File: src/rtl/irq_flag_pkg.sv
/*
  shared constants for the interrupt flag, polarity and cause block.
  assumes a 32-bit avalon-mm register bus with byte addresses.
*/
package irq_flag_pkg;

  localparam int          ADDR_W            = 16;
  localparam int          FLAG_W            = 16;
  localparam int          CAUSE_W           = 5;
  localparam int          NUM_SRC           = 32;

  // register byte offsets
  localparam logic [15:0] OFS_FLAG_DIRECT   = 16'hf510;
  localparam logic [15:0] OFS_FLAG_SETCLR   = 16'hf514;
  localparam logic [15:0] OFS_INVERT_SEL    = 16'hf518;
  localparam logic [15:0] OFS_SRC_ENABLE    = 16'hf51c;
  localparam logic [15:0] OFS_CUR_STATUS    = 16'hf6a0;
  localparam logic [15:0] OFS_EVT_STATUS    = 16'hf530;
  localparam logic [15:0] OFS_EVT_ENABLE    = 16'hf534;
  localparam logic [15:0] OFS_EVT_CLEAR     = 16'hf538;

  // field positions
  localparam int          CAUSE_LSB         = 0;
  localparam int          NOREQ_BIT         = 16;

  // reset values
  localparam logic [15:0] FLAG_RST          = 16'h0000;
  localparam logic [15:0] INVERT_RST        = 16'h0000;
  localparam logic [15:0] SRC_ENABLE_RST    = 16'h0000;
  localparam logic [4:0]  CAUSE_RST         = 5'h1f;

  // source codes
  localparam logic [4:0]  SRC_ECC           = 5'h00;
  localparam logic [4:0]  SRC_WR_TIMEOUT    = 5'h01;
  localparam logic [4:0]  SRC_EXT_BASE      = 5'h02;
  localparam logic [4:0]  SRC_SERIAL_BASE   = 5'h08;
  localparam logic [4:0]  SRC_DMA_A_BASE    = 5'h0a;
  localparam logic [4:0]  SRC_FLAG_UNIT     = 5'h0e;
  localparam logic [4:0]  SRC_PCI_DMA       = 5'h0f;
  localparam logic [4:0]  SRC_PCI_A         = 5'h10;
  localparam logic [4:0]  SRC_TIMER_BASE    = 5'h11;
  localparam logic [4:0]  SRC_RESERVED      = 5'h14;
  localparam logic [4:0]  SRC_NAND          = 5'h15;
  localparam logic [4:0]  SRC_PCI_ERR       = 5'h16;
  localparam logic [4:0]  SRC_PCI_PWR       = 5'h17;
  localparam logic [4:0]  SRC_AUDIO         = 5'h18;
  localparam logic [4:0]  SRC_AUDIO_PWR     = 5'h19;
  localparam logic [4:0]  SRC_PCI_B         = 5'h1a;
  localparam logic [4:0]  SRC_DMA_B_BASE    = 5'h1b;
  localparam logic [4:0]  SRC_SPI           = 5'h1f;

  // event bits of the event status register
  localparam int          EVT_REPORT        = 0;
  localparam int          EVT_FLAG_REQ      = 1;
  localparam int          EVT_W             = 2;

endpackage

File: src/rtl/irq_flag_polarity_cause.sv
/*
  interrupt flag word with direct and set/clear views, per-bit polarity,
  internal source enable, and reported cause code with request status.
  assumes avalon-mm slave access from a single clock domain; source lines
  are synchronous to clk, and the master id marks core accesses.
*/
`timescale 1ns/1ns
module irq_flag_polarity_cause #(
  parameter int FLAG_W = 16
) (
  input  wire logic        clk,
  input  wire logic        resetn,
  input  wire logic [15:0] avs_address,
  input  wire logic        avs_read,
  input  wire logic        avs_write,
  input  wire logic [31:0] avs_writedata,
  input  wire logic [3:0]  avs_byteenable,
  input  wire logic        avs_master_is_core,
  output logic      [31:0] avs_readdata,
  output logic             avs_waitrequest,
  output logic             avs_response_err,
  input  wire logic [31:0] source_req,
  output logic      [FLAG_W-1:0] flag_request,
  output logic             core_irq,
  output logic             irq
);

  // event vector width, taken from the package before any use below
  localparam int EVT_W_L = irq_flag_pkg::EVT_W;

  // the bus side needs only two states: the slave always inserts exactly
  // one wait state, so no counter is kept and the answer time is fixed
  typedef enum logic [0:0] {
    BUS_IDLE = 1'b0,
    BUS_DONE = 1'b1
  } bus_state_t;

  bus_state_t        bus_q;
  logic [FLAG_W-1:0] flag_q;
  logic [FLAG_W-1:0] invert_q;
  logic [FLAG_W-1:0] enable_q;
  logic [4:0]        cause_q;
  logic              noreq_q;
  logic [EVT_W_L-1:0] evt_q;
  logic [EVT_W_L-1:0] evt_en_q;
  logic [31:0]       rdata_q;
  logic              err_q;
  logic [31:0]       src_all;
  logic [31:0]       wmask;
  logic              acc;
  logic              wr_go;
  logic              hit;
  logic [4:0]        pick;
  logic              any_req;
  logic              noreq_prev_q;
  logic [EVT_W_L-1:0] evt_set;
  logic [EVT_W_L-1:0] evt_clr;

  // byte enables widened to a bit mask
  genvar gi;
  generate
    for (gi = 0; gi < 4; gi++) begin : g_be
      assign wmask[gi*8 +: 8] = {8{avs_byteenable[gi]}};
    end
  endgenerate

  // one wait state: request is accepted in idle, answered in done
  assign acc             = (avs_read | avs_write) && bus_q == BUS_IDLE;
  assign wr_go           = avs_write && bus_q == BUS_DONE;
  assign avs_waitrequest = (avs_read | avs_write) && bus_q == BUS_IDLE;
  assign avs_readdata    = rdata_q;
  assign avs_response_err = err_q;

  always_ff @(posedge clk or negedge resetn) begin
    if (!resetn) begin
      bus_q <= BUS_IDLE;
    end else begin
      case (bus_q)
        BUS_IDLE: if (avs_read | avs_write) bus_q <= BUS_DONE;
        default:  bus_q <= BUS_IDLE;
      endcase
    end
  end

  // address decode; reserved bits and unmapped offsets read zero
  always_comb begin
    hit = 1'b1;
    if (avs_address == irq_flag_pkg::OFS_FLAG_DIRECT) begin
    end else if (avs_address == irq_flag_pkg::OFS_FLAG_SETCLR) begin
    end else if (avs_address == irq_flag_pkg::OFS_INVERT_SEL) begin
    end else if (avs_address == irq_flag_pkg::OFS_SRC_ENABLE) begin
    end else if (avs_address == irq_flag_pkg::OFS_CUR_STATUS) begin
    end else if (avs_address == irq_flag_pkg::OFS_EVT_STATUS) begin
    end else if (avs_address == irq_flag_pkg::OFS_EVT_ENABLE) begin
    end else if (avs_address == irq_flag_pkg::OFS_EVT_CLEAR) begin
    end else begin
      hit = 1'b0;
    end
  end

  // read data captured at accept, so it stands at the releasing edge
  always_ff @(posedge clk or negedge resetn) begin
    if (!resetn) begin
      rdata_q <= 32'h0000_0000;
      err_q   <= 1'b0;
    end else if (acc) begin
      err_q   <= ~hit;
      rdata_q <= 32'h0000_0000;
      if (avs_read) begin
        if (avs_address == irq_flag_pkg::OFS_FLAG_DIRECT) begin
          rdata_q[FLAG_W-1:0] <= flag_q;
        end else if (avs_address == irq_flag_pkg::OFS_FLAG_SETCLR) begin
          rdata_q[FLAG_W-1:0] <= flag_q;
        end else if (avs_address == irq_flag_pkg::OFS_INVERT_SEL) begin
          rdata_q[FLAG_W-1:0] <= invert_q;
        end else if (avs_address == irq_flag_pkg::OFS_SRC_ENABLE) begin
          rdata_q[FLAG_W-1:0] <= enable_q;
        end else if (avs_address == irq_flag_pkg::OFS_CUR_STATUS) begin
          rdata_q[irq_flag_pkg::NOREQ_BIT] <= noreq_q;
          rdata_q[irq_flag_pkg::CAUSE_LSB +: 5] <= cause_q;
        end else if (avs_address == irq_flag_pkg::OFS_EVT_STATUS) begin
          rdata_q[EVT_W_L-1:0] <= evt_q;
        end else if (avs_address == irq_flag_pkg::OFS_EVT_ENABLE) begin
          rdata_q[EVT_W_L-1:0] <= evt_en_q;
        end else begin
          rdata_q <= 32'h0000_0000;
        end
      end
    end
  end

  // shared flag storage; both views write the same word
  always_ff @(posedge clk or negedge resetn) begin
    if (!resetn) begin
      flag_q <= irq_flag_pkg::FLAG_RST;
    end else if (wr_go && avs_address == irq_flag_pkg::OFS_FLAG_DIRECT) begin
      flag_q <= (flag_q & ~wmask[FLAG_W-1:0])
              | (avs_writedata[FLAG_W-1:0] & wmask[FLAG_W-1:0]);
    end else if (wr_go && avs_address == irq_flag_pkg::OFS_FLAG_SETCLR) begin
      if (avs_master_is_core) begin
        flag_q <= flag_q | (avs_writedata[FLAG_W-1:0] & wmask[FLAG_W-1:0]);
      end else begin
        flag_q <= flag_q & ~(avs_writedata[FLAG_W-1:0] & wmask[FLAG_W-1:0]);
      end
    end
  end

  // polarity select and source enable words
  always_ff @(posedge clk or negedge resetn) begin
    if (!resetn) begin
      invert_q <= irq_flag_pkg::INVERT_RST;
      enable_q <= irq_flag_pkg::SRC_ENABLE_RST;
    end else if (wr_go && avs_address == irq_flag_pkg::OFS_INVERT_SEL) begin
      invert_q <= (invert_q & ~wmask[FLAG_W-1:0])
                | (avs_writedata[FLAG_W-1:0] & wmask[FLAG_W-1:0]);
    end else if (wr_go && avs_address == irq_flag_pkg::OFS_SRC_ENABLE) begin
      enable_q <= (enable_q & ~wmask[FLAG_W-1:0])
                | (avs_writedata[FLAG_W-1:0] & wmask[FLAG_W-1:0]);
    end
  end

  // per-bit request and the gated own-flag source
  assign flag_request = flag_q ^ invert_q;

  // full source vector; the own-flag slot is replaced, reserved slot dropped
  always_comb begin
    src_all = source_req;
    src_all[irq_flag_pkg::SRC_FLAG_UNIT] = |(flag_request & enable_q);
    src_all[irq_flag_pkg::SRC_RESERVED]  = 1'b0;
  end

  // lowest code wins; the code is the source index, so the table
  // of external, serial, dma, timer and pci slots is positional
  always_comb begin
    pick = irq_flag_pkg::CAUSE_RST;
    for (int i = irq_flag_pkg::NUM_SRC - 1; i >= 0; i--) begin
      if (src_all[i]) pick = 5'(i);
    end
  end
  assign any_req = |src_all;

  // cause keeps its last value once requests go away, so it is
  // meaningless while the no-request bit is set
  always_ff @(posedge clk or negedge resetn) begin
    if (!resetn) begin
      cause_q      <= irq_flag_pkg::CAUSE_RST;
      noreq_q      <= 1'b1;
      noreq_prev_q <= 1'b1;
    end else begin
      noreq_q      <= ~any_req;
      noreq_prev_q <= noreq_q;
      if (any_req) cause_q <= pick;
    end
  end
  assign core_irq = ~noreq_q;

  // sticky events: new report, own-flag request while high
  assign evt_set[irq_flag_pkg::EVT_REPORT]   = noreq_prev_q & ~noreq_q;
  assign evt_set[irq_flag_pkg::EVT_FLAG_REQ] = |(flag_request & enable_q);
  assign evt_clr = (wr_go && avs_address == irq_flag_pkg::OFS_EVT_CLEAR)
                 ? avs_writedata[EVT_W_L-1:0] : '0;

  // set wins over a clear in the same cycle
  always_ff @(posedge clk or negedge resetn) begin
    if (!resetn) begin
      evt_q    <= '0;
      evt_en_q <= '0;
    end else begin
      evt_q <= (evt_q & ~evt_clr) | evt_set;
      if (wr_go && avs_address == irq_flag_pkg::OFS_EVT_ENABLE) begin
        evt_en_q <= avs_writedata[EVT_W_L-1:0];
      end
    end
  end
  assign irq = |(evt_q & evt_en_q);

  a_core_sets: assert property (@(posedge clk) disable iff (!resetn)
    wr_go && avs_address == irq_flag_pkg::OFS_FLAG_SETCLR && avs_master_is_core
    |=> ((flag_q & $past(avs_writedata[FLAG_W-1:0] & wmask[FLAG_W-1:0]))
         == $past(avs_writedata[FLAG_W-1:0] & wmask[FLAG_W-1:0])))
    else $error("core set write did not set flags");
  a_other_clears: assert property (@(posedge clk) disable iff (!resetn)
    wr_go && avs_address == irq_flag_pkg::OFS_FLAG_SETCLR && !avs_master_is_core
    |=> ((flag_q & $past(avs_writedata[FLAG_W-1:0] & wmask[FLAG_W-1:0])) == '0))
    else $error("master clear write did not clear flags");
  a_direct_load: assert property (@(posedge clk) disable iff (!resetn)
    wr_go && avs_address == irq_flag_pkg::OFS_FLAG_DIRECT && avs_byteenable == 4'hf
    |=> flag_q == $past(avs_writedata[FLAG_W-1:0]))
    else $error("direct write did not load flags");
  a_read_nochange: assert property (@(posedge clk) disable iff (!resetn)
    acc && avs_read && avs_address == irq_flag_pkg::OFS_FLAG_SETCLR
    |=> flag_q == $past(flag_q))
    else $error("flag read changed flags");
  a_view_alias: assert property (@(posedge clk) disable iff (!resetn)
    acc && avs_read && avs_address == irq_flag_pkg::OFS_FLAG_DIRECT
    |=> rdata_q[FLAG_W-1:0] == $past(flag_q) && rdata_q[31:FLAG_W] == '0)
    else $error("direct view read mismatch");
  a_polarity_xor: assert property (@(posedge clk) disable iff (!resetn)
    ##1 $changed(invert_q) |-> flag_request == (flag_q ^ invert_q))
    else $error("request not flag xor select");
  a_enable_gate: assert property (@(posedge clk) disable iff (!resetn)
    (enable_q == '0) |-> !src_all[irq_flag_pkg::SRC_FLAG_UNIT])
    else $error("masked flag request forwarded");
  a_noreq_track: assert property (@(posedge clk) disable iff (!resetn)
    any_req |=> !noreq_q ##0 cause_q == $past(pick))
    else $error("no-request bit or cause wrong");
  a_reserved_code: assert property (@(posedge clk) disable iff (!resetn)
    cause_q != irq_flag_pkg::SRC_RESERVED)
    else $error("reserved cause reported");

  // further checks on the bus answer, the status word and the cause
  // table; each one except the interrupt mask check looks one cycle after its cause,
  // so a combinational glitch on the decode cannot trip it
  // the cause checks pick one source position each and leave all lower
  // codes quiet, which pins both the code value and the lowest-wins order

  // the slave answers exactly one cycle after it accepts a request
  a_wait_once: assert property (@(posedge clk) disable iff (!resetn)
    avs_waitrequest |=> !avs_waitrequest)
    else $error("waitrequest held for more than one cycle");

  // set/clear view reads the live flags with reserved bits zero
  a_setclr_read: assert property (@(posedge clk) disable iff (!resetn)
    acc && avs_read && avs_address == irq_flag_pkg::OFS_FLAG_SETCLR
    |=> rdata_q[FLAG_W-1:0] == $past(flag_q) && rdata_q[31:FLAG_W] == '0)
    else $error("set/clear view read mismatch");

  // status word carries the no-request bit and cause, nothing else
  a_status_read: assert property (@(posedge clk) disable iff (!resetn)
    acc && avs_read && avs_address == irq_flag_pkg::OFS_CUR_STATUS
    |=> rdata_q[16] == $past(noreq_q) && rdata_q[4:0] == $past(cause_q)
        && rdata_q[31:17] == '0 && rdata_q[15:5] == '0)
    else $error("status read mismatch");

  // unmapped offsets answer with an error and zero data
  a_unmapped_err: assert property (@(posedge clk) disable iff (!resetn)
    acc && !hit |=> avs_response_err && rdata_q == '0)
    else $error("unmapped access not refused");

  // without any request the no-request bit comes back high
  a_noreq_idle: assert property (@(posedge clk) disable iff (!resetn)
    !any_req |=> noreq_q)
    else $error("no-request bit low without request");

  // the cause is left alone while nothing is requested
  a_cause_hold: assert property (@(posedge clk) disable iff (!resetn)
    !any_req |=> $stable(cause_q))
    else $error("cause moved without request");

  // a full polarity write loads the select word
  a_invert_load: assert property (@(posedge clk) disable iff (!resetn)
    wr_go && avs_address == irq_flag_pkg::OFS_INVERT_SEL && avs_byteenable == 4'hf
    |=> invert_q == $past(avs_writedata[FLAG_W-1:0]))
    else $error("polarity write did not load");

  // flags change only through one of the two views
  a_flag_quiet: assert property (@(posedge clk) disable iff (!resetn)
    !(wr_go && (avs_address == irq_flag_pkg::OFS_FLAG_DIRECT
             || avs_address == irq_flag_pkg::OFS_FLAG_SETCLR))
    |=> $stable(flag_q))
    else $error("flags changed without a view write");

  // ecc error always wins as the lowest code
  a_ecc_first: assert property (@(posedge clk) disable iff (!resetn)
    src_all[0] |=> cause_q == irq_flag_pkg::SRC_ECC)
    else $error("ecc source not reported first");

  // first external input reports the external base code
  a_ext_order: assert property (@(posedge clk) disable iff (!resetn)
    src_all[1:0] == '0 && src_all[2] |=> cause_q == irq_flag_pkg::SRC_EXT_BASE)
    else $error("external input code wrong");

  // first serial port reports the serial base code
  a_serial_code: assert property (@(posedge clk) disable iff (!resetn)
    src_all[7:0] == '0 && src_all[8] |=> cause_q == irq_flag_pkg::SRC_SERIAL_BASE)
    else $error("serial port code wrong");

  // the own flag source reports its own code
  a_own_code: assert property (@(posedge clk) disable iff (!resetn)
    src_all[13:0] == '0 && src_all[14] |=> cause_q == irq_flag_pkg::SRC_FLAG_UNIT)
    else $error("own flag code wrong");

  // spi alone reports the top code
  a_spi_code: assert property (@(posedge clk) disable iff (!resetn)
    src_all == 32'h8000_0000 |=> cause_q == irq_flag_pkg::SRC_SPI)
    else $error("spi code wrong");

  // a new report leaves its sticky bit set, even against a clear
  a_report_sticky: assert property (@(posedge clk) disable iff (!resetn)
    evt_set[irq_flag_pkg::EVT_REPORT] |=> evt_q[irq_flag_pkg::EVT_REPORT])
    else $error("report event lost");

  // a clear with no new report empties the sticky bit
  a_report_clear: assert property (@(posedge clk) disable iff (!resetn)
    evt_clr[irq_flag_pkg::EVT_REPORT] && !evt_set[irq_flag_pkg::EVT_REPORT]
    |=> !evt_q[irq_flag_pkg::EVT_REPORT])
    else $error("report event not cleared");

  // an enabled flag request leaves its sticky bit set
  a_flag_sticky: assert property (@(posedge clk) disable iff (!resetn)
    evt_set[irq_flag_pkg::EVT_FLAG_REQ] |=> evt_q[irq_flag_pkg::EVT_FLAG_REQ])
    else $error("flag request event lost");

  // with every event disabled the interrupt line stays low
  a_irq_masked: assert property (@(posedge clk) disable iff (!resetn)
    evt_en_q == '0 |-> !irq)
    else $error("interrupt raised while disabled");

endmodule // irq_flag_polarity_cause

File: config.mk
export PLATFORM = sky130hd
export DESIGN_NAME = irq_flag_polarity_cause
export DESIGN_NICKNAME = d
export VERILOG_FILES = /design/src/rtl/irq_flag_pkg.sv /design/src/rtl/irq_flag_polarity_cause.sv
export SDC_FILE = /design/constraint.sdc
export NUM_CORES = 1
export LEC_CHECK = 0
export ABC_AREA = 1
export BUFFER_PORTS_ARGS = -buffer_cell sky130_fd_sc_hd__buf_2
export CORE_ASPECT_RATIO = 1.25
export CORE_MARGIN = 2
export CORE_UTILIZATION = 45
export CTS_BUF_LIST = sky130_fd_sc_hd__clkbuf_4 sky130_fd_sc_hd__clkbuf_8 sky130_fd_sc_hd__clkbuf_16
export DETAILED_ROUTE_END_ITERATION = 8
export PLACE_DENSITY = 0.71
export SETUP_SLACK_MARGIN = 0.4
export SYNTH_ARGS = -nofsm -noshare
export SYNTH_HDL_FRONTEND = slang
export SYNTH_SLANG_ARGS = --single-unit
export TNS_END_PERCENT = 5
File: constraint.sdc
create_clock -name clk -period 2.36 [get_ports clk]
set_input_delay 0.59 -clock clk [delete_from_list [all_inputs] [get_ports clk]]
set_output_delay 0.59 -clock clk [all_outputs]
set_load 0.1 [all_outputs]
==> results.md <==
- DRT iter0 DRCs: approximately 270
- Die area: approximately 0.011 mm2
- GRT overflow: 0
- Post-synth top area share: 0.394
- Routed WL per cell: around 15 um
- Worst setup SP type: flip-flop
- Worst-path clk slew: 0.06 ns
- Routed WL: roughly 13 mm
- Largest net degree at the start of global routing: 53
- Final Cycle Share: 0.911
- Rows: 40
- Worst Clk Skew: 0.00339 ns
- Fin nets: ~840
- Area contributors post-synth: dfrtp_1 39%, nand2_1 16%, o21ai_1 6.5%, inv_1 5.7%, dfstp_2 4.1%
- Pre-antenna DRT Iters: 4
- Yosys warns: 0
- Final Cell Area: roughly 0.006 mm2
- Clock sinks: 78
- Worst Path Arrival: around 2.4 ns
- Leak pwr: about 0.0032 uW
- TritonCTS Buffers: 9
- Mapped Cells: slightly above 600
- Initial Util: 0.465
- CP Data Required Time: about 2.6 ns
- Crit path kind: reg2reg
- Die extent in y: between 100 and 150 um
- Hpwl dp: a little under 10 mm
- Non-filler cells, final: slightly below 900
- Global-route wire length before repair: between 20 and 25 mm
- Worst Setup End Kind: flip-flop
- R2R Setup Slk: 0.21 ns
- CTS H-tree lvls: 3
- Max rail drop VDD: about 0.29 mV
- R2r worst-path depth: 21
- Final setup violation count: 0
- Vias in the first global route: ~4500
- R2R Path End: cause_q[0]$_DFFE_PN1N_
- Post-synthesis sequential area ratio: 0.434
- Number of flops mapped to enable cells by yosys: 0
- Fraction of final layout cells sized beyond drive strength 1: 0.309
- CTS tree: done
- GP Congestion: ~0.9
- Crit path max fanout: 3
- Final hold vios: 0
- Antenna violations before repair: 1
- Status: finished, final reports clean
- Clock Latency Late Sink: ~0.34 ns
- Die X: between 90 and 100 um
- CTS max path bufs: 2
- Core ar.: 0.00971 mm2
- Hold/Removal Path Class: in2async
- Power density cells: between 500 and 600 mW/mm2
- Crit path to: cause_q[0]$_DFFE_PN1N_
- Top-count cell post-synth: nand2_1
- Detail Route Antenna Nets: 0
- Distinct cells, synth: 34
- Synth-to-Final Area Change: 35.4%
- Synth Register Bits: slightly below 80
- RSZ-0062 raised after global routing: yes
- I/O Pins: between 100 and 150
- Top FF cell, synth: dfrtp_1
- Total number of vias: approximately 4600
- Worst rel slew slack: 0.592
- GRT Util Overall: 0.250
- Hold_buf cts: 0
- Max cap viols: 0
- PortBufs: about 110
- Worst Tran Pin Value: just over 0.6 ns
- Final min period: approximately 2.2 ns
- Placed cells: ~850
- Placed Instance Area: about 0.0056 mm2
- Drt drc: 0
- Max Freq: 465 MHz
- TNS Setup: 0 ns
- Avg Cell Area, Syn: between 7 and 8 um2
- Mapped Area: approximately 0.0045 mm2
- Root buffer cell: clkbuf_16
- Ys async rst share: 1.00
- Vias per std cell: between 5 and 6
- Fillcell total: ~890
- Commonest cells in the netlist: 187 x nand2_1, 71 x dfrtp_1, 68 x inv_1
- Cell taking the most area after synthesis: dfrtp_1
- Slew Limit Fails: 0
critical path, stage by stage, from the launching register on:
cell	delay [ns]
dfrtp_2	0.45
xor2_4	0.20
nand2_2	0.08
nand4_1	0.10
or2_4	0.30
nor3_4	0.18
nand2_1	0.08
nand2_1	0.05
nand2_1	0.04
nand2_1	0.05
nand2_1	0.05
nand2_1	0.05
nand2_1	0.04
nand2_1	0.05
nand2_1	0.04
nand2_1	0.05
nand2_1	0.05
nand2_1	0.05
nand2_1	0.04
nand2_1	0.05
nand2_1	0.05
nand2_1	0.05
metal layers:
metal,vias up,part of all wire,track usage
met5,-,0,0
met4,0,0.031,0.0966
met3,27,0.055,0.0481
met2,144,0.53,0.469
met1,2154,0.39,0.279
li1,2259,-,-
per-stage QoR:
step	total power, uW	hold slack, ns	util	setup slack (ns)
3_5_place_dp	1780	0.356	0.580	0.0184
3_3_place_gp	1770	0.356	0.580	0.0442
4_1_cts	3230	0.178	0.621	0.246
6_report	3210	0.168	0.629	0.210
2_1_floorplan	1650	0.294	-	0.170
5_1_grt	3320	0.192	0.629	0.0261
where the power goes:
part           internal, uW  total (uW)  switching (uW)
registers              1350        1350            5.26
logic                  90.4         402             311
clock network           930        1450             524
what timing repair did:
action,in CTS,in global routing
gates cloned,0,0
resized for setup,8,8
pin swaps,5,8
buffers inserted,7,7
setup endpoints to repair,28,64
logic make-up (layout without fill, tap and decap cells):
group                     after synthesis  count (layout)  synth area share
buffers and inverters                 113             244             0.107
other                                   1              16          0.000831
and+or+nand+nor                       278             278             0.268
xor gates and xnor gates               16              16            0.0310
DFF                                    78              78             0.434
AOI/OAI and AO/OA                     126             126             0.159
worst min path at each step:
stage	endpoint	slack (ns)
6_report	async pin	0.17
3_5_place_dp	noreq_prev_q$_DFF_PN1_	0.36
4_1_cts	async pin	0.18
2_1_floorplan	async pin	0.29
5_1_grt	async pin	0.19
3_3_place_gp	noreq_prev_q$_DFF_PN1_	0.36
cell usage in the layout, fill, tap and decap left out, types with 20 or more instances in the layout:
| cell type | n |
|---|---|
| nand3_1 | 27 |
| inv_1 | 68 |
| buf_2 | 103 |
| o21ai_1 | 59 |
| nor2_1 | 21 |
| o21ai_0 | 29 |
| buf_4 | 42 |
| nand4_1 | 20 |
| dfrtp_1 | 55 |
| nand2_1 | 181 |
final cells by class:
class,instances,area [um2],share of cell area
sequential,78,1980,0.324
clock inverter,3,40.0,0.00655
inverter,81,304,0.0498
timing repair buffer,147,871,0.143
multi-input combinational,435,2470,0.405
antenna,1,2.50,0.000410
tap,126,158,0.0258
clock buffer,13,280,0.0459
No activity file was read; power rests on OpenSTA's default activity.
